`src/rtl/adc_fmt_params.svh`:
```
`ifndef ADC_FMT_PARAMS_SVH
`define ADC_FMT_PARAMS_SVH

// ==================== register offsets ====================
`define OFS_SELECT 8'h00
`define OFS_RESULT_LO 8'h04
`define OFS_RESULT_HI 8'h08
`define OFS_CONTROL 8'h0C
`define OFS_IRQ_STATUS 8'h10
`define OFS_IRQ_MASK 8'h14
`define OFS_APPLIED 8'h18

// ==================== field positions ====================
`define SEL_REF_MSB 7
`define SEL_REF_LSB 6
`define SEL_LEFT_BIT 5
`define SEL_CHAN_MSB 4
`define SEL_CHAN_LSB 0
`define CTRL_START_BIT 0
`define CTRL_BUSY_BIT 1
`define IRQ_DONE_BIT 0

// ==================== reset values and codes ====================
`define SELECT_RESET 8'h00
`define REF_EXTERNAL 2'h0
`define REF_SUPPLY 2'h1
`define REF_RESERVED 2'h2
`define REF_INTERNAL 2'h3
`define SE_MAX_CODE 10'h3FF
`define DIFF_MAX_CODE 10'h1FF
`define DIFF_MIN_CODE 10'h200
`define DIFF_CHAN_BIT 4
`define AXI_OKAY 2'h0
`define AXI_SLVERR 2'h2
`endif

```
`src/rtl/adc_fmt_pkg.sv`:
```
package adc_fmt_pkg;
	// ==================== selection fields ====================
	typedef struct packed {
		logic [1:0] reference_select;
		logic left_adjust_result;
		logic [4:0] channel_select;
	} select_t;

	// ==================== applied routing to the analog core ====================
	typedef struct packed {
		logic ref_external;
		logic ref_supply;
		logic ref_internal;
		logic differential;
		logic [4:0] channel;
	} route_t;

	typedef enum logic [2:0] {
		ST_IDLE = 3'b001,
		ST_CONVERT = 3'b010,
		ST_FINISH = 3'b100
	} conv_state_t;
endpackage : adc_fmt_pkg

```
`src/rtl/result_code_shaper.sv`:
```
`timescale 1ns/1ps
`include "adc_fmt_params.svh"
module result_code_shaper (
	input wire logic signed [11:0] i_raw, // core estimate, wider than result
	input wire logic i_differential, // differential routing active
	output logic [9:0] o_code // shaped 10-bit code
);
	// ==================== saturation ====================
	// clamping here lets the core overshoot without wrapping into the wrong sign
	always_comb begin
		if (i_differential) begin
			if (i_raw > $signed(12'sh1FF))
				o_code = `DIFF_MAX_CODE;
			else if (i_raw < $signed(-12'sh200))
				o_code = `DIFF_MIN_CODE;
			else
				o_code = i_raw[9:0];
		end else begin
			if (i_raw < $signed(12'sh000))
				o_code = 10'h000;
			else if (i_raw > $signed(12'sh3FF))
				o_code = `SE_MAX_CODE;
			else
				o_code = i_raw[9:0];
		end
	end
endmodule : result_code_shaper

```
`src/rtl/result_aligner.sv`:
```
`timescale 1ns/1ps
module result_aligner (
	input wire logic [9:0] i_code, // stored result
	input wire logic i_left, // live left adjust setting
	output logic [7:0] o_low, // low result byte
	output logic [7:0] o_high // high result byte
);
	// ==================== byte layout ====================
	// purely combinational so a setting change shows on the next read
	always_comb begin
		if (i_left) begin
			o_high = i_code[9:2];
			o_low = {i_code[1:0], 6'h00};
		end else begin
			o_high = {6'h00, i_code[9:8]};
			o_low = i_code[7:0];
		end
	end
endmodule : result_aligner

```
`src/rtl/adc_result_format_ref_select.sv`:
```
// Our own choices: register access over AXI4-Lite and the register offsets.
`timescale 1ns/1ps
`include "adc_fmt_params.svh"
module adc_result_format_ref_select (
	input wire logic i_clock, // 40 MHz system clock
	input wire logic i_arst_n, // async reset, active low
	input wire logic [7:0] i_awaddr, // write address
	input wire logic [2:0] i_awprot, // write protection, unused
	input wire logic i_awvalid, // write address valid
	output logic o_awready, // write address ready
	input wire logic [31:0] i_wdata, // write data
	input wire logic [3:0] i_wstrb, // write byte strobes
	input wire logic i_wvalid, // write data valid
	output logic o_wready, // write data ready
	output logic [1:0] o_bresp, // write response
	output logic o_bvalid, // write response valid
	input wire logic i_bready, // write response ready
	input wire logic [7:0] i_araddr, // read address
	input wire logic [2:0] i_arprot, // read protection, unused
	input wire logic i_arvalid, // read address valid
	output logic o_arready, // read address ready
	output logic [31:0] o_rdata, // read data
	output logic [1:0] o_rresp, // read response
	output logic o_rvalid, // read valid
	input wire logic i_rready, // read ready
	output logic o_conv_start, // one-cycle start pulse to core
	input wire logic i_conv_done, // core finished, one-cycle pulse
	input wire logic signed [11:0] i_conv_raw, // core estimate with done
	output adc_fmt_pkg::route_t o_route, // applied reference and channel
	output logic o_irq // level interrupt
);
	// ==================== register state ====================
	adc_fmt_pkg::select_t select_ff; // software-visible selection
	adc_fmt_pkg::route_t route_ff; // what the core is really using
	adc_fmt_pkg::conv_state_t state_ff;
	logic [9:0] result_ff;
	logic done_flag_ff; // conversion_done_flag
	logic irq_mask_ff;
	logic start_ff;
	logic irq_ff;
	logic aw_held_ff;
	logic w_held_ff;
	logic awready_ff; // registered copy of the free address slot
	logic wready_ff; // registered copy of the free data slot
	logic arready_ff; // registered copy of the free read slot
	logic [7:0] awaddr_ff;
	logic [31:0] wdata_ff;
	logic [3:0] wstrb_ff;
	logic bvalid_ff;
	logic rvalid_ff;
	logic [31:0] rdata_ff;
	logic [1:0] rresp_ff;
	logic [9:0] shaped_code;
	logic [7:0] low_byte;
	logic [7:0] high_byte;
	logic wr_fire;
	logic start_req;
	logic clear_done;
	adc_fmt_pkg::route_t nxt_route;
	logic [31:0] nxt_rdata;
	logic [1:0] nxt_rresp;
	logic [1:0] nxt_bresp;
	logic chan_is_diff;

	// ==================== write channel ====================
	// address and data accepted independently, response after both
	assign wr_fire = aw_held_ff && w_held_ff && !bvalid_ff;
	// address is parked until the data word has arrived as well
	always_ff @(posedge i_clock or negedge i_arst_n) begin
		if (!i_arst_n) begin
			aw_held_ff <= 1'b0;
			awaddr_ff <= 8'h00;
		end else if (i_awvalid && !aw_held_ff) begin
			aw_held_ff <= 1'b1;
			awaddr_ff <= i_awaddr;
		end else if (wr_fire) begin
			aw_held_ff <= 1'b0;
		end
	end

	// data word is parked until the address has arrived as well
	always_ff @(posedge i_clock or negedge i_arst_n) begin
		if (!i_arst_n) begin
			w_held_ff <= 1'b0;
			wdata_ff <= 32'h00000000;
			wstrb_ff <= 4'h0;
		end else if (i_wvalid && !w_held_ff) begin
			w_held_ff <= 1'b1;
			wdata_ff <= i_wdata;
			wstrb_ff <= i_wstrb;
		end else if (wr_fire) begin
			w_held_ff <= 1'b0;
		end
	end

	// ready kept in its own flop so the port carries no gate after the register
	always_ff @(posedge i_clock or negedge i_arst_n) begin
		if (!i_arst_n) begin
			awready_ff <= 1'b1;
		end else if (i_awvalid && awready_ff) begin
			awready_ff <= 1'b0;
		end else if (wr_fire) begin
			awready_ff <= 1'b1;
		end
	end

	// same for the data channel; it always equals the inverse of the holding flag
	always_ff @(posedge i_clock or negedge i_arst_n) begin
		if (!i_arst_n) begin
			wready_ff <= 1'b1;
		end else if (i_wvalid && wready_ff) begin
			wready_ff <= 1'b0;
		end else if (wr_fire) begin
			wready_ff <= 1'b1;
		end
	end

	assign o_awready = awready_ff;
	assign o_wready = wready_ff;

	// unmapped or read-only targets answer SLVERR and change nothing
	always_comb begin
		case (awaddr_ff)
			`OFS_SELECT, `OFS_CONTROL, `OFS_IRQ_STATUS, `OFS_IRQ_MASK: nxt_bresp = `AXI_OKAY;
			default: nxt_bresp = `AXI_SLVERR;
		endcase
	end

	// response stands until the master takes it
	always_ff @(posedge i_clock or negedge i_arst_n) begin
		if (!i_arst_n) begin
			bvalid_ff <= 1'b0;
			o_bresp <= `AXI_OKAY;
		end else if (wr_fire) begin
			bvalid_ff <= 1'b1;
			o_bresp <= nxt_bresp;
		end else if (i_bready) begin
			bvalid_ff <= 1'b0;
		end
	end
	assign o_bvalid = bvalid_ff;

	// ==================== selection register ====================
	always_ff @(posedge i_clock or negedge i_arst_n) begin
		if (!i_arst_n) begin
			select_ff <= adc_fmt_pkg::select_t'(`SELECT_RESET);
		end else if (wr_fire && awaddr_ff == `OFS_SELECT && wstrb_ff[0]) begin
			select_ff <= adc_fmt_pkg::select_t'(wdata_ff[7:0]);
		end
	end

	// ==================== control decode ====================
	// start and clear act only on a committed write with the low byte enabled
	assign start_req = wr_fire && awaddr_ff == `OFS_CONTROL && wstrb_ff[0] && wdata_ff[`CTRL_START_BIT];
	assign clear_done = wr_fire && awaddr_ff == `OFS_IRQ_STATUS && wstrb_ff[0] && wdata_ff[`IRQ_DONE_BIT];

	// mask gates the level output only; the flag itself stays sticky
	always_ff @(posedge i_clock or negedge i_arst_n) begin
		if (!i_arst_n) begin
			irq_mask_ff <= 1'b0;
		end else if (wr_fire && awaddr_ff == `OFS_IRQ_MASK && wstrb_ff[0]) begin
			irq_mask_ff <= wdata_ff[`IRQ_DONE_BIT];
		end
	end

	// ==================== routing decode ====================
	// codes 11110 and 11111 pick fixed single-ended sources although the top bit is set
	assign chan_is_diff = select_ff.channel_select[`DIFF_CHAN_BIT] && select_ff.channel_select[3:1] != 3'h7;

	// reserved reference code selects nothing rather than guessing a source
	always_comb begin
		nxt_route.ref_external = select_ff.reference_select == `REF_EXTERNAL;
		nxt_route.ref_supply = select_ff.reference_select == `REF_SUPPLY;
		nxt_route.ref_internal = select_ff.reference_select == `REF_INTERNAL;
		nxt_route.differential = chan_is_diff;
		nxt_route.channel = select_ff.channel_select;
	end

	// ==================== conversion sequencer ====================
	// idle tracks the selection every cycle, so a start always uses the latest write
	// convert freezes routing; a selection write then lands in select_ff only
	// finish copies the pending selection once the result has been stored
	always_ff @(posedge i_clock or negedge i_arst_n) begin
		if (!i_arst_n) begin
			state_ff <= adc_fmt_pkg::ST_IDLE;
			start_ff <= 1'b0;
			route_ff <= '0;
		end else begin
			start_ff <= 1'b0;
			case (state_ff)
				adc_fmt_pkg::ST_IDLE: begin
					route_ff <= nxt_route;
					if (start_req) begin
						start_ff <= 1'b1;
						state_ff <= adc_fmt_pkg::ST_CONVERT;
					end
				end
				adc_fmt_pkg::ST_CONVERT: begin
					if (i_conv_done)
						state_ff <= adc_fmt_pkg::ST_FINISH;
				end
				adc_fmt_pkg::ST_FINISH: begin
					route_ff <= nxt_route;
					state_ff <= adc_fmt_pkg::ST_IDLE;
				end
				default: state_ff <= adc_fmt_pkg::ST_IDLE;
			endcase
		end
	end
	assign o_conv_start = start_ff;
	assign o_route = route_ff;

	// ==================== result capture ====================
	// shaping follows the applied routing, not the live selection
	result_code_shaper i_result_code_shaper (
		.i_raw(i_conv_raw),
		.i_differential(route_ff.differential),
		.o_code(shaped_code)
	);

	// result and flag move in the same edge, so a read never sees a stale pair
	always_ff @(posedge i_clock or negedge i_arst_n) begin
		if (!i_arst_n) begin
			result_ff <= 10'h000;
		end else if (state_ff == adc_fmt_pkg::ST_CONVERT && i_conv_done) begin
			result_ff <= shaped_code;
		end
	end

	// set wins over a simultaneous clear
	always_ff @(posedge i_clock or negedge i_arst_n) begin
		if (!i_arst_n) begin
			done_flag_ff <= 1'b0;
		end else if (state_ff == adc_fmt_pkg::ST_CONVERT && i_conv_done) begin
			done_flag_ff <= 1'b1;
		end else if (clear_done) begin
			done_flag_ff <= 1'b0;
		end
	end

	// level output trails the flag by one cycle so it comes straight from a flop
	always_ff @(posedge i_clock or negedge i_arst_n) begin
		if (!i_arst_n)
			irq_ff <= 1'b0;
		else
			irq_ff <= done_flag_ff && irq_mask_ff;
	end
	assign o_irq = irq_ff;

	// alignment reads the live bit, so a change shows without a new conversion
	result_aligner i_result_aligner (
		.i_code(result_ff),
		.i_left(select_ff.left_adjust_result),
		.o_low(low_byte),
		.o_high(high_byte)
	);

	// ==================== read channel ====================
	// result bytes take the live alignment bit at read time
	always_comb begin
		nxt_rresp = `AXI_OKAY;
		case (i_araddr)
			`OFS_SELECT: nxt_rdata = {24'h000000, select_ff};
			`OFS_RESULT_LO: nxt_rdata = {24'h000000, low_byte};
			`OFS_RESULT_HI: nxt_rdata = {24'h000000, high_byte};
			`OFS_CONTROL: nxt_rdata = {30'h00000000, state_ff != adc_fmt_pkg::ST_IDLE, 1'b0};
			`OFS_IRQ_STATUS: nxt_rdata = {31'h00000000, done_flag_ff};
			`OFS_IRQ_MASK: nxt_rdata = {31'h00000000, irq_mask_ff};
			`OFS_APPLIED: nxt_rdata = {23'h000000, route_ff};
			default: begin
				nxt_rdata = 32'h00000000;
				nxt_rresp = `AXI_SLVERR;
			end
		endcase
	end

	// data are captured when the address is taken and stand until rready
	always_ff @(posedge i_clock or negedge i_arst_n) begin
		if (!i_arst_n) begin
			rvalid_ff <= 1'b0;
			rdata_ff <= 32'h00000000;
			rresp_ff <= `AXI_OKAY;
		end else if (i_arvalid && arready_ff) begin
			rvalid_ff <= 1'b1;
			rdata_ff <= nxt_rdata;
			rresp_ff <= nxt_rresp;
		end else if (i_rready) begin
			rvalid_ff <= 1'b0;
		end
	end

	// one read at a time: the slot frees once the answer has been taken
	always_ff @(posedge i_clock or negedge i_arst_n) begin
		if (!i_arst_n) begin
			arready_ff <= 1'b1;
		end else if (i_arvalid && arready_ff) begin
			arready_ff <= 1'b0;
		end else if (i_rready) begin
			arready_ff <= 1'b1;
		end
	end

	assign o_arready = arready_ff;
	assign o_rvalid = rvalid_ff;
	assign o_rdata = rdata_ff;
	assign o_rresp = rresp_ff;
endmodule : adc_result_format_ref_select

```
`config.mk`:
```
export PLATFORM = sky130hd
export DESIGN_NAME = adc_result_format_ref_select
export DESIGN_NICKNAME = d
export VERILOG_FILES = /design/src/rtl/adc_fmt_pkg.sv /design/src/rtl/result_code_shaper.sv /design/src/rtl/result_aligner.sv /design/src/rtl/adc_result_format_ref_select.sv
export VERILOG_INCLUDE_DIRS = /design/src /design/src/rtl
export SDC_FILE = /design/constraint.sdc
export NUM_CORES = 1
export LEC_CHECK = 0
export ABC_CLOCK_PERIOD_IN_PS = 3080
export BUFFER_PORTS_ARGS = -buffer_cell sky130_fd_sc_hd__buf_4
export CORE_MARGIN = 2
export CORE_UTILIZATION = 35
export CTS_CLUSTER_SIZE = 14
export DETAILED_ROUTE_END_ITERATION = 8
export GPL_ROUTABILITY_DRIVEN = 0
export GPL_TIMING_DRIVEN = 0
export MAX_ROUTING_LAYER = met4
export REMOVE_ABC_BUFFERS = 1
export SLEW_MARGIN = 10
export SYNTH_ARGS = -nofsm -noshare
export SYNTH_HDL_FRONTEND = slang
export SYNTH_SLANG_ARGS = --single-unit
export TNS_END_PERCENT = 1
```
`constraint.sdc`:
```
create_clock -name i_clock -period 3.08 [get_ports i_clock]
set_input_delay 0.154 -clock i_clock [delete_from_list [all_inputs] [get_ports i_clock]]
set_output_delay 0.154 -clock i_clock [all_outputs]
set_load 0.1 [all_outputs]
```
## Word-level counts from Yosys, hierarchy flattened

Index checks and enable logic that the tools add are counted.

| cells by class | value |
|---|---|
| reductions and logical operators | 37 |
| mux-type cells | 29 |
| order comparisons | 4 |
| eq/ne operators | 18 |

Operators with widths:

| cell | count |
|---|---|
| $pmux 9 s7 | 1 |
| $mux 10 | 5 |
| $eq 8x5->1 const B | 5 |
| $eq 8x4->1 const B | 3 |
| $logic_and 1x1->1 | 20 |
| $logic_not 8->1 | 2 |
| $mux 1 | 16 |
| $mux 8 | 2 |
| $reduce_bool 2->1 | 7 |
| $gt 12x10->1 const B | 1 |
| $gt 12x11->1 const B | 1 |
| $lt 12x1->1 const B | 1 |
| $lt 12x10->1 const B | 1 |
| $eq 8x3->1 const B | 1 |
| $reduce_or 7->1 | 1 |
| $mux 3 | 2 |
| $pmux 3 s2 | 1 |
| $mux 2 | 2 |
| $ne 2x2->1 const B | 2 |
| $reduce_or 4->1 | 1 |
| $eq 3x1->1 const B | 1 |
| $eq 3x2->1 const B | 1 |
| $eq 3x3->1 const B | 1 |
| $logic_not 1->1 | 3 |
| 7 further kinds | 7 |

| storage, ports and cells | value |
|---|---|
| bits in registers | 94 |
| logic and storage cells | 115 |
| input bits | 78 |

## Longest topological paths before layout

Gate-level depths: netlist (run 1).

| depth | value |
|---|---|
| word-level depth | 7 |
| mapped depth | 6 |

## Hierarchy

A second synthesis (run 1) with hierarchy kept.

| unflattened totals | value |
|---|---|
| cell total of the unflattened synthesis | 306 |
| area total of the unflattened synthesis | 3520.9 µm² |

Modules (own cells, without submodules):

| module | instances | seq. area each (µm²) | cells an instance | area an instance (µm²) |
|---|---|---|---|---|
| adc_result_format_ref_select | 1 | 1731.7 | 253 | 3136.8 |
| result_code_shaper | 1 | 0.0 | 35 | 226.5 |
| result_aligner | 1 | 0.0 | 18 | 157.7 |

## Least setup slack after synthesis (run 1)

OpenSTA, ideal clock, no wires.

| timing | value |
|---|---|
| path kind | register to register |
| start point | register arready_ff (netlist: o_arready) |
| end point | register rdata_ff[7] (netlist: o_rdata[7]) |
| stages on the path, launching flop included | 5 |
| data required time | 2.994 ns |
| path slack | 1.018 ns |
| arrival | 1.976 ns |
| clock period less this slack | 2.062 ns |
| library setup time | 0.086 ns |
| buffers on the path | 0 |
| cell sequence | dfstp_2 nand2_1 a2111o_1 or3_4 o221ai_2 |

| between the ends | value |
|---|---|
| cells in the longest elaborated chain, start to end | 1 |

Ends and longest elaborated chain:

| element | line | text |
|---|---|---|
| start: declaration | adc_result_format_ref_select.sv:45 | `logic arready_ff;` |
| start signal: assignment | adc_result_format_ref_select.sv:295 | `arready_ff <= 1'b1;` |
| start signal: assignment | adc_result_format_ref_select.sv:297 | `arready_ff <= 1'b0;` |
| start signal: assignment | adc_result_format_ref_select.sv:299 | `arready_ff <= 1'b1;` |
| $logic_and 1x1->1 | adc_result_format_ref_select.sv:283 | `end else if (i_arvalid && arready_ff) begin` |
| end signal: assignment | adc_result_format_ref_select.sv:285 | `rdata_ff <= nxt_rdata;` |
| end: declaration | adc_result_format_ref_select.sv:51 | `logic [31:0] rdata_ff;` |

No other way between the ends.
A chain may end at the register's enable or synchronous reset.

## Worst setup path after layout (run 1)

| timing | value |
|---|---|
| start point | register awaddr_ff[0] |
| end point | register select_ff, in the netlist nxt_route[3] |

| between the ends | value |
|---|---|
| cells in the longest elaborated chain, start to end | 3 |

Ends and longest elaborated chain:

| element | line | text |
|---|---|---|
| start: declaration | adc_result_format_ref_select.sv:46 | `logic [7:0] awaddr_ff;` |
| start signal: assignment | adc_result_format_ref_select.sv:75 | `awaddr_ff <= i_awaddr;` |
| $logic_not 8->1 | -- |  |
| $logic_and 1x1->1 (no line) | -- |  |
| $logic_and 1x1->1 | adc_result_format_ref_select.sv:147 | `` end else if (wr_fire && awaddr_ff == `OFS_SELECT && wstrb_ff[0]) begin `` |
| end signal: assignment | adc_result_format_ref_select.sv:146 | `` select_ff <= adc_fmt_pkg::select_t'(`SELECT_RESET); `` |
| end signal: assignment | adc_result_format_ref_select.sv:148 | `select_ff <= adc_fmt_pkg::select_t'(wdata_ff[7:0]);` |
| end: declaration | adc_result_format_ref_select.sv:33 | `adc_fmt_pkg::select_t select_ff;` |

No other way between the ends.

==> results of run 1 <==
-- worst max path at each step --
stage / startpoint / end
2_1_floorplan: o_arready$_DFFE_PN1P_ / o_rdata[7]$_DFFE_PN0P_
3_3_place_gp: awaddr_ff[0]$_DFFE_PN0P_ / select_ff[5]$_DFFE_PN0P_
3_5_place_dp: awaddr_ff[0]$_DFFE_PN0P_ / select_ff[5]$_DFFE_PN0P_
4_1_cts: awaddr_ff[0]$_DFFE_PN0P_ / select_ff[5]$_DFFE_PN0P_
5_1_grt: state_ff[1]$_DFFE_PN0P_ / result_ff[7]$_DFFE_PN0P_
6_report: awaddr_ff[0]$_DFFE_PN0P_ / nxt_route[3]$_DFFE_PN0P_
-- cell type report --
cell class / instances / area share [%]
flip-flops and latches: 69 / 40.6
multi-input cells: 228 / 36.6
repair buffers: 76 / 13.7
clock buffers: 13 / 3.96
well taps: 133 / 3.90
clock inverters: 3 / 0.996
inverters: 4 / 0.352
-- worst max-delay path, cell delays in order (launching register included) --
cell     delay [ns]
dfrtp_1        0.38
or4_1          0.61
nor4_4         0.32
nand2_2        0.21
mux2_1         0.35
-- registers in the layout, indices dropped and copies added, names as in the netlist --
register / count
o_awready: 1
o_rvalid: 1
result_ff: 10
wstrb_ff: 1
o_arready: 1
wdata_ff: 8
o_bresp: 1
done_flag_ff: 1
irq_mask_ff: 1
awaddr_ff: 8
o_bvalid: 1
state_ff: 3
nxt_route: 5
w_held_ff: 1
o_route: 9
select_ff: 3
o_irq: 1
o_rdata: 9
o_conv_start: 1
o_rresp: 1
o_wready: 1
aw_held_ff: 1
-- placed cells by master, fill, tap and decap left out, types with 2 or more instances in the layout --
| master | n |
|---|---|
| a221oi_1 | 7 |
| o31a_1 | 5 |
| nor2b_1 | 4 |
| nand3_1 | 9 |
| clkbuf_8 | 12 |
| or3_1 | 3 |
| nor2_1 | 11 |
| mux2_2 | 29 |
| mux2_1 | 4 |
| dfrtp_1 | 65 |
| inv_1 | 4 |
| nor3b_1 | 5 |
| nand2_1 | 33 |
| o41ai_1 | 2 |
| a21o_1 | 9 |
| a22oi_1 | 9 |
| o21ai_0 | 14 |
| o21ai_2 | 5 |
| o21a_1 | 3 |
| nor3_1 | 3 |
| mux2i_1 | 6 |
| dlygate4sd3_1 | 5 |
| dfstp_2 | 4 |
| buf_4 | 71 |
| o21bai_1 | 6 |
| conb_1 | 25 |
| and2_1 | 3 |
| a21oi_1 | 6 |
| nand4b_1 | 2 |
| and3b_1 | 2 |
-- metal layers --
metal / global-route usage (%) / up-vias
met5: - / -
met3: 3.46 / 8
met2: 23.0 / 80
met4: 5.98 / 0
met1: 19.8 / 1230
li1: - / 1239
-- logic make-up after synthesis --
logic type | after synthesis | synth area share (%)
simple gates | 86 | 13.2
compound gates | 76 | 16.1
flops | 69 | 49.8
buf+inv | 46 | 7.84
mux | 39 | 12.4
xor+xnor | 2 | 0.504
other cells | 1 | 0.108
-- where the power goes --
group | switching [mW] | internal [mW]
logic | 0.692 | 0.305
clock network | 0.337 | 0.440
registers | 0.167 | 1.11
total | 1.20 | 1.86
-- through the flow --
stage	setup WS (ns)	hold WS, ns	cells	utilization (%)
2_1_floorplan	0.839	-0.142	301	-
3_3_place_gp	1.14	0.315	505	41.2
3_5_place_dp	1.07	0.322	505	41.2
4_1_cts	1.05	0.0304	526	43.9
5_1_grt	0.921	0.0328	526	43.9
6_report	1.08	0.0448	526	43.9
-- synth_stat cells (2+ instances only) --
cell	number	share of area, %
nand2_1	33	3.6
or3_1	3	0.54
nand3_1	9	1.3
mux2_1	4	1.3
clkbuf_1	13	1.4
o31a_1	5	1.3
a21o_1	9	1.9
nor3b_1	5	1.1
inv_1	4	0.43
o21bai_1	6	1.3
nor2_1	11	1.2
dfstp_2	4	3.0
and2_1	3	0.54
buf_2	2	0.29
dfrtp_1	65	47
nor2b_1	4	0.72
mux2_2	29	9.4
a21oi_1	6	0.86
mux2i_1	6	1.7
nand4b_1	2	0.50
o41ai_1	2	0.50
o21ai_2	5	1.3
buf_4	26	5.6
nor3_1	3	0.43
a22oi_1	9	1.9
and3b_1	2	0.50
a221oi_1	7	1.8
o21a_1	3	0.65
o21ai_0	14	2.0
==> results by group, run 1 <==
Status
  – Outcome: finished, final reports clean

Route
  – Routed length per instance: 14.5 um
  – Vias per inst: between 4 and 5
  – First-pass DRT Iterations: 4
  – Drt drc: 0
  – M1 wire length: approximately 3500 um
  – Met2 WL: 3550 um
  – Vias: 2557
  – Remaining antenna violation count: 0
  – DR iter-0 viols: 128
  – Max layer used: met4
  – WL final: 7600 um
  – Metal3 WL: 454 um

GRT
  – Number of global-route vias before repair: 2582
  – Initial antenna violation count: 0
  – Gr usage total: 15.2%
  – First-pass GRT wire length: about 13000 um
  – Largest net degree at the start of global routing: 70
  – Remaining global-route overflow: 0

Floorplanning
  – IO Count: between 100 and 150
  – Die height: roughly 100 um
  – Core Area: ~10000 um^2
  – Starting Density: between 30% and 40%
  – FP Rows: 36
  – Full die area: 10700 um^2
  – Die W: 104 um

Final layout
  – Multi-input gate area: 1560 um^2
  – Post-route cell area: 4270 um^2
  – Inserted Diodes: 0
  – Filler Cell Count: 940
  – Fraction of layout cells with a size suffix above 1: 33.3%
  – Nets: 466
  – Area growth syn-to-layout: 22.8%
  – Flip-flop and latch area: approximately 1700 um^2

Power and ir drop
  – Lkg Pwr: 2.01 nW
  – Pwr Density: between 700 and 800 nW/um^2
  – Total power: 3.05 mW
  – Peak supply drop: 0.000562 V

Logic synthesis
  – Synth Warn #: 0
  – Register bit count reported by yosys: 69
  – Post-Synthesis Cell Area: between 3000 and 4000 um^2
  – Yosys cell types: 54
  – Post-synth top flop: dfrtp_1
  – Synth async-reset ratio: 100%
  – Avg Cell Area, Syn: 10.9 um^2
  – Post-synth EDFFs: 0
  – Synthesized instance count: 319
  – Register area share after synthesis: 49.8%

Clock network
  – CTS resizes: 0
  – Clock buffer depth: 2
  – Clock Latency Late Sink: between 0.3 and 0.4 ns
  – H-tree levels: 3
  – TritonCTS clock tree: yes
  – Reg clk slew, reported paths: 0.07 ns
  – CTS Sinks: 69
  – TritonCTS Buffers: 9
  – Setup Fix Bufs, Post-CTS: 0
  – Hold Buf Count CTS: 5
  – Clk Tree Root Cell: clkbuf_8

STA
  – Highest clock rate: approximately 0.50 GHz
  – Slew of the pin with the lowest slew margin: 0.870 ns
  – Final Max Tran Viols: 0
  – Final hold viol count: 0
  – Setup-failing EPs final: 0
  – Sum Neg Setup Slack: 0 ns
  – Layout Skew: ~0.0074 ns
  – Post-route minimum period: about 2.0 ns
  – Rel. slew slack: 42.0%
  – RSZ-0062 raised after global routing: no
  – Fin crit share: between 60 and 70%

Worst setup path
  – Arr. time, crit path: about 2.2 ns
  – Worst r2r dst: nxt_route[3]$_DFFE_PN0P_
  – FF-to-FF setup slack: 1.08 ns
  – Startpoint types: flop
  – RR Startpoint: awaddr_ff[0]$_DFFE_PN0P_
  – Worst Path Class, Setup: flop to flop
  – CP max FO: 8
  – Worst EP required: around 3.3 ns
  – R2R depth: 4
  – CP Capture Type: flop

Place
  – PortBufs: 71
  – Detailed-placement wirelength estimate: 5590 um
  – Dpl cell area: approximately 4000 um^2

Worst hold path
  – Worst min path class: primary input to flop
  – Hold EP: awaddr_ff[6]$_DFFE_PN0P_
  – Hold path cells: 2
  – Origin of the worst min-delay path: i_awaddr[6]

Job
  – Max-capacitance violation count: 0
Note: power is estimated with default switching activity, not from simulation.
==> run 2: changes to the inputs <==
--- a/config.mk
+++ b/config.mk
@@ -6,7 +6,7 @@
 export SDC_FILE = /design/constraint.sdc
 export NUM_CORES = 1
 export LEC_CHECK = 0
-export ABC_CLOCK_PERIOD_IN_PS = 3080
+export ABC_CLOCK_PERIOD_IN_PS = 1800
 export BUFFER_PORTS_ARGS = -buffer_cell sky130_fd_sc_hd__buf_4
 export CORE_MARGIN = 2
 export CORE_UTILIZATION = 35
==> constraint.sdc (replaced) <==
create_clock -name i_clock -period 1.8 [get_ports i_clock]
set_input_delay 0.09 -clock i_clock [delete_from_list [all_inputs] [get_ports i_clock]]
set_output_delay 0.09 -clock i_clock [all_outputs]
set_load 0.1 [all_outputs]
==> run 2 against run 1 <==
- power grew 73%
- via count grew 3.1%
- final area grew 5.4%
- critical path type unchanged
- final cell count grew 3.6%
- clock power grew 71%
- core utilization grew 2.4 points
- register-to-register slack lost 1.1 ns
- hold slack lost 0.0097 ns
- non-clock buffer count grew 19
- routed wire length grew 2.0%
- critical path depth is the same
- the flow now finishes with violations (negative setup slack)
==> results by group, run 2 (same netlist as run 1, synthesis figures left out) <==
Place
  – Dpl ws: -0.211 ns
  – PortBufs: 71
  – Detailed-placement wirelength estimate: between 5000 and 6000 um

Final layout
  – Inserted Diodes: 0
  – Max FFs per register: 10
  – Util after Layout: approximately 46%
  – Area growth syn-to-layout: 29.5%
  – Largest Register: result_ff
  – Fraction of layout cells with a size suffix above 1: around a third
  – Nets: between 400 and 500
  – Commonest non-fill, non-tap cell in the layout: buf_4
  – Commonest cells after routing, fill and taps aside: 72 x buf_4, 64 x dfrtp_1, 31 x nand2_1, 29 x mux2_2, 25 x conb_1

Clock network
  – TritonCTS Buffers: 9
  – Clock Latency Late Sink: 0.34 ns
  – H-tree levels: 3
  – CTS Sinks: a little under 70
  – TritonCTS clock tree: yes
  – Clock buffer depth: 2
  – Clk Tree Root Cell: clkbuf_8
  – Reg clk slew, reported paths: around 0.080 ns

Worst setup path
  – CP max FO: 8
  – Startpoint types: flop
  – Worst EP required: 2.02 ns
  – Worst Path Class, Setup: flop to flop
  – Arr. time, crit path: 2.04 ns
  – CP Capture Type: flop

Floorplanning
  – Core Area: roughly 10000 um^2
  – FP Rows: 36
  – Full die area: 10700 um^2
  – Die height: 104 um
  – IO Count: 130
  – Die W: 104 um
  – Starting Density: 35.7%

GRT
  – Gr usage total: 15.5%
  – Initial antenna violation count: 0
  – Largest net degree at the start of global routing: 70
  – Remaining global-route overflow: 0
  – Number of global-route vias before repair: about 2700
  – First-pass GRT wire length: 13200 um

Route
  – DR iter-0 viols: 128
  – Routed length per instance: 14.2 um
  – Vias: roughly 2600
  – Vias per inst: 4.84
  – First-pass DRT Iterations: 5
  – Remaining antenna violation count: 0
  – WL final: 7760 um
  – Drt drc: 0

Power and ir drop
  – Pwr Density: 1170 nW/um^2
  – Peak supply drop: around 0.00097 V
  – Total power: 5.28 mW
  – Lkg Pwr: around 2.1 nW

STA
  – Setup-failing EPs final: 4
  – Final Max Tran Viols: 0
  – RSZ-0062 raised after global routing: yes
  – Rel. slew slack: about two fifths
  – Hold slack: 0.0350 ns
  – Setup ws final: -0.0237 ns
  – Slew of the pin with the lowest slew margin: 0.873 ns
  – Post-route minimum period: approximately 1.8 ns
  – Fin crit share: 101%
  – Final hold viol count: 0
  – Layout Skew: 0.00728 ns
  – Highest clock rate: 0.548 GHz

Job
  – Max-capacitance violation count: 0

Worst hold path
  – Worst min path class: primary input to flop

Status
  – Failing checks: negative setup slack
  – Outcome: complete, but fails checks
-- run 2: per-stage QoR --
| step | cells | TNS (ns) | cell area, um^2 |
|---|---|---|---|
| after global placement | 505 | -1.77 | 4010 |
| after detailed placement | 505 | -2.47 | 4010 |
| after CTS | 545 | -0.145 | 4480 |
| after floorplan | 301 | -3.80 | 3310 |
| after global routing | 545 | -0.798 | 4500 |
| final | 545 | -0.0755 | 4500 |
-- run 2: path summary, 6_finish.rpt --
check | startpoint | to | slack, ns | cells after the start
hold / removal | i_conv_done | state_ff[1]$_DFFE_PN0P_ | 0.04 | 3
min in group asynchronous | i_arst_n | o_route[2]$_DFFE_PN0P_ | 0.41 | 2
max in group asynchronous | i_arst_n | select_ff[5]$_DFFE_PN0P_ | 0.78 | 2
hold reg to reg | wdata_ff[4]$_DFFE_PN0P_ | nxt_route[4]$_DFFE_PN0P_ | 0.48 | 1
setup reg to reg | awaddr_ff[0]$_DFFE_PN0P_ | nxt_route[3]$_DFFE_PN0P_ | -0.02 | 4
setup / recovery | awaddr_ff[0]$_DFFE_PN0P_ | nxt_route[3]$_DFFE_PN0P_ | -0.02 | 4
-- run 2: cell type report --
cell class	instances	area [um^2]
fillers	922	5230
flip-flops and latches	69	1730
multi-input cells	228	1610
repair buffers	95	771
clock buffers	13	169
well taps	133	166
clock inverters	3	42.5
inverters	4	15.0
-- run 2: timing repair --
action,CTS,global route
gates resized for setup,5,5
hold endpoints to repair,88,0
buffers inserted,1,0
setup endpoints to repair,23,26
hold buffers,23,0
pin swaps,4,6
-- run 2: layer usage --
metal / track usage [%] / vias up / wire length, um
li1: - / 1281 / -
met2: 24.2 / 80 / 3700
met4: 5.98 / 0 / 95
met5: - / - / 0
met1: 19.9 / 1267 / 3540
met3: 3.46 / 8 / 427
-- run 2: critical path, stage by stage (launching register included) --
cell,delay (ns)
dfrtp_1,0.39
or4_4,0.57
nor4_4,0.26
nand2_4,0.15
mux2_1,0.33
-- run 2: where the power goes --
part	internal [mW]	leakage (nW)	switching, mW	total (mW)
clock	0.752	0.106	0.576	1.33
sequential	1.90	0.885	0.293	2.19
combinational	0.559	1.12	1.20	1.76
total	3.21	2.11	2.07	5.28
==> run 3: changes to the inputs <==
--- a/config.mk
+++ b/config.mk
@@ -8,6 +8,7 @@
 export LEC_CHECK = 0
 export ABC_CLOCK_PERIOD_IN_PS = 1800
 export BUFFER_PORTS_ARGS = -buffer_cell sky130_fd_sc_hd__buf_4
+export CORE_ASPECT_RATIO = 0.75
 export CORE_MARGIN = 2
 export CORE_UTILIZATION = 35
 export CTS_CLUSTER_SIZE = 14
==> run 3 against run 2 <==
- the flow still finishes with violations (negative setup slack)
- worst setup slack improved by 0.0090 ns
- global-route usage increased by 0.48 points
- register-to-register slack about the same
- clock power grew 44%
- first-iteration DRC count down 19%
- core utilization rose by 1.4 points
- clock skew is 0.0022 ns lower
- final area is 2.3% higher
- sequential share of layout area is 0.89 points lower
- largest cell class unchanged
==> results by group, run 3 (same netlist as run 1, synthesis figures left out) <==
Floorplanning
  – Full die area: 10800 um^2
  – Core Area: 9660 um^2
  – Die W: 119 um
  – FP Rows: 31
  – IO Count: 130
  – Die height: 90.3 um
  – Starting Density: 36.0%

Route
  – Vias per inst: roughly 4.8
  – Remaining antenna violation count: 0
  – WL final: around 7900 um
  – Routed length per instance: around 15 um
  – DR iter-0 viols: 104
  – Drt drc: 0
  – First-pass DRT Iterations: 4
  – Vias: 2617

Status
  – Outcome: complete, but fails checks
  – Failing checks: negative setup slack

Place
  – Inst Count DP: approximately 500
  – Detailed-placement wirelength estimate: 5620 um
  – PortBufs: about 70

Worst setup path
  – Critical Path End: select_ff[5]$_DFFE_PN0P_
  – Worst setup path start: awaddr_ff[0]$_DFFE_PN0P_
  – Slowest cell on crit path: or4_4
  – R2R depth: 4
  – CP max FO: 8
  – Worst Path Class, Setup: flop to flop
  – CP Capture Type: flop
  – RR Startpoint: awaddr_ff[0]$_DFFE_PN0P_
  – CP cell instances: or4_4 -> nor4_4 -> nand2_4 -> mux2_1
  – Worst r2r dst: select_ff[5]$_DFFE_PN0P_
  – Worst EP required: 2.01 ns
  – Crit-path max cell delay: around 0.57 ns
  – Arr. time, crit path: 2.02 ns
  – FF-to-FF setup slack: -0.01 ns
  – Startpoint types: flop

STA
  – Setup-failing EPs final: 4
  – Sum Neg Setup Slack: -0.0429 ns
  – Final hold viol count: 0
  – Post-route minimum period: ~1.8 ns
  – RSZ-0062 raised after global routing: yes
  – Setup ws final: -0.0147 ns
  – Rel. slew slack: 41.7%
  – Fin crit share: 101%
  – Layout Skew: 0.00506 ns
  – Final Max Tran Viols: 0
  – Highest clock rate: between 0.5 and 0.6 GHz
  – Slew of the pin with the lowest slew margin: 0.873 ns

Final layout
  – Util after Layout: 47.7%
  – Inserted Diodes: 0
  – Area growth syn-to-layout: 32.5%
  – Cell Count, Final, Fillers Out: 543
  – Commonest non-fill, non-tap cell in the layout: buf_4
  – Commonest cells after routing, fill and taps aside: 71 x buf_4, 65 x dfrtp_1, 31 x nand2_1, 29 x mux2_2, 25 x conb_1
  – Max FFs per register: 10
  – Fraction of layout cells with a size suffix above 1: 32.8%
  – Largest Register: result_ff
  – Nets: slightly below 500

Clock network
  – Setup Fix Bufs, Post-CTS: 0
  – Reg clk slew, reported paths: 0.05 ns
  – Clk Tree Root Cell: clkbuf_16
  – Clock buffer depth: 2
  – Clock Latency Late Sink: 0.33 ns
  – TritonCTS clock tree: yes
  – TritonCTS Buffers: 9
  – CTS Sinks: 69
  – H-tree levels: 3

GRT
  – First-pass GRT wire length: around 13000 um
  – Remaining global-route overflow: 0
  – Initial antenna violation count: 0
  – Gr usage total: between 15 and 20%
  – Number of global-route vias before repair: 2528
  – Largest net degree at the start of global routing: 70

Job
  – Max-capacitance violation count: 0

Power and ir drop
  – Peak supply drop: 0.000435 V
  – Lkg Pwr: roughly 2.2 nW
  – Pwr Density: 1270 nW/um^2
  – Total power: 5.86 mW

Worst hold path
  – Worst min path class: primary input to flop
[run 3: cell count changes in the layout (fill, tap and decap cells not counted), sizes merged]
cell / previous run / this run
buf: 72 / 71
bufinv: 1 / 2
clkinv: 1 / 0
[run 3: power breakdown]
part	switching [mW]	leakage, nW	internal, mW	total (mW)
logic	1.20	1.11	0.559	1.76
clock network	0.621	0.156	1.29	1.91
registers	0.289	0.887	1.90	2.19
total	2.11	2.15	3.75	5.86
[run 3: worst min-delay path by stage]
| stage | startpoint | end | slack [ns] | depth (start not counted) |
|---|---|---|---|---|
| 2_1_floorplan | i_arst_n | aw_held_ff$_DFFE_PN0P_ | -0.21 | 0 |
| 3_3_place_gp | i_wvalid | o_wready$_DFFE_PN1P_ | 0.25 | 2 |
| 3_5_place_dp | i_wvalid | o_wready$_DFFE_PN1P_ | 0.26 | 2 |
| 4_1_cts | i_conv_done | state_ff[1]$_DFFE_PN0P_ | 0.04 | 3 |
| 5_1_grt | i_conv_done | state_ff[1]$_DFFE_PN0P_ | 0.05 | 3 |
| 6_report | i_conv_done | state_ff[1]$_DFFE_PN0P_ | 0.05 | 3 |
[run 3: through the flow]
step	cell area, um^2	setup slack (ns)	hold slack [ns]
global route	4610	-0.0755	0.0547
floorplan	3310	-0.441	-0.206
CTS	4590	-0.0186	0.0390
finish	4610	-0.0147	0.0524
global placement	4010	-0.147	0.250
detailed placement	4010	-0.185	0.255
[run 3: timing repair]
| item | in CTS | in global routing |
|---|---|---|
| pin swaps | 2 | 5 |
| endpoints found under the hold margin | 88 | 0 |
| setup endpoints to repair | 23 | 26 |
| gates resized for setup | 6 | 3 |
| hold buffers | 23 | 0 |
[run 3: layout make-up]
class	count	area (um^2)
Inverter	4	15.0
Sequential cell	69	1730
Timing Repair Buffer	94	763
Clock inverter	3	67.6
Tap cell	132	165
Multi-Input combinational cell	228	1600
Clock buffer	13	260
Fill cell	907	5050
[run 3: per-layer routing]
layer | global-route usage (%) | share of wire, % | vias to the layer above
met3 | 4.80 | 6.0 | 9
met5 | - | 0 | -
met4 | 4.17 | 0.89 | 0
li1 | - | - | 1281
met2 | 23.3 | 44 | 85
met1 | 21.9 | 49 | 1242
[run 3: critical path: cells and delay by family, from the launching register on]
kind / cells / cell delay, ns
DFF: 1 / 0.38
muxes: 1 / 0.34
and+or+nand+nor: 3 / 0.98
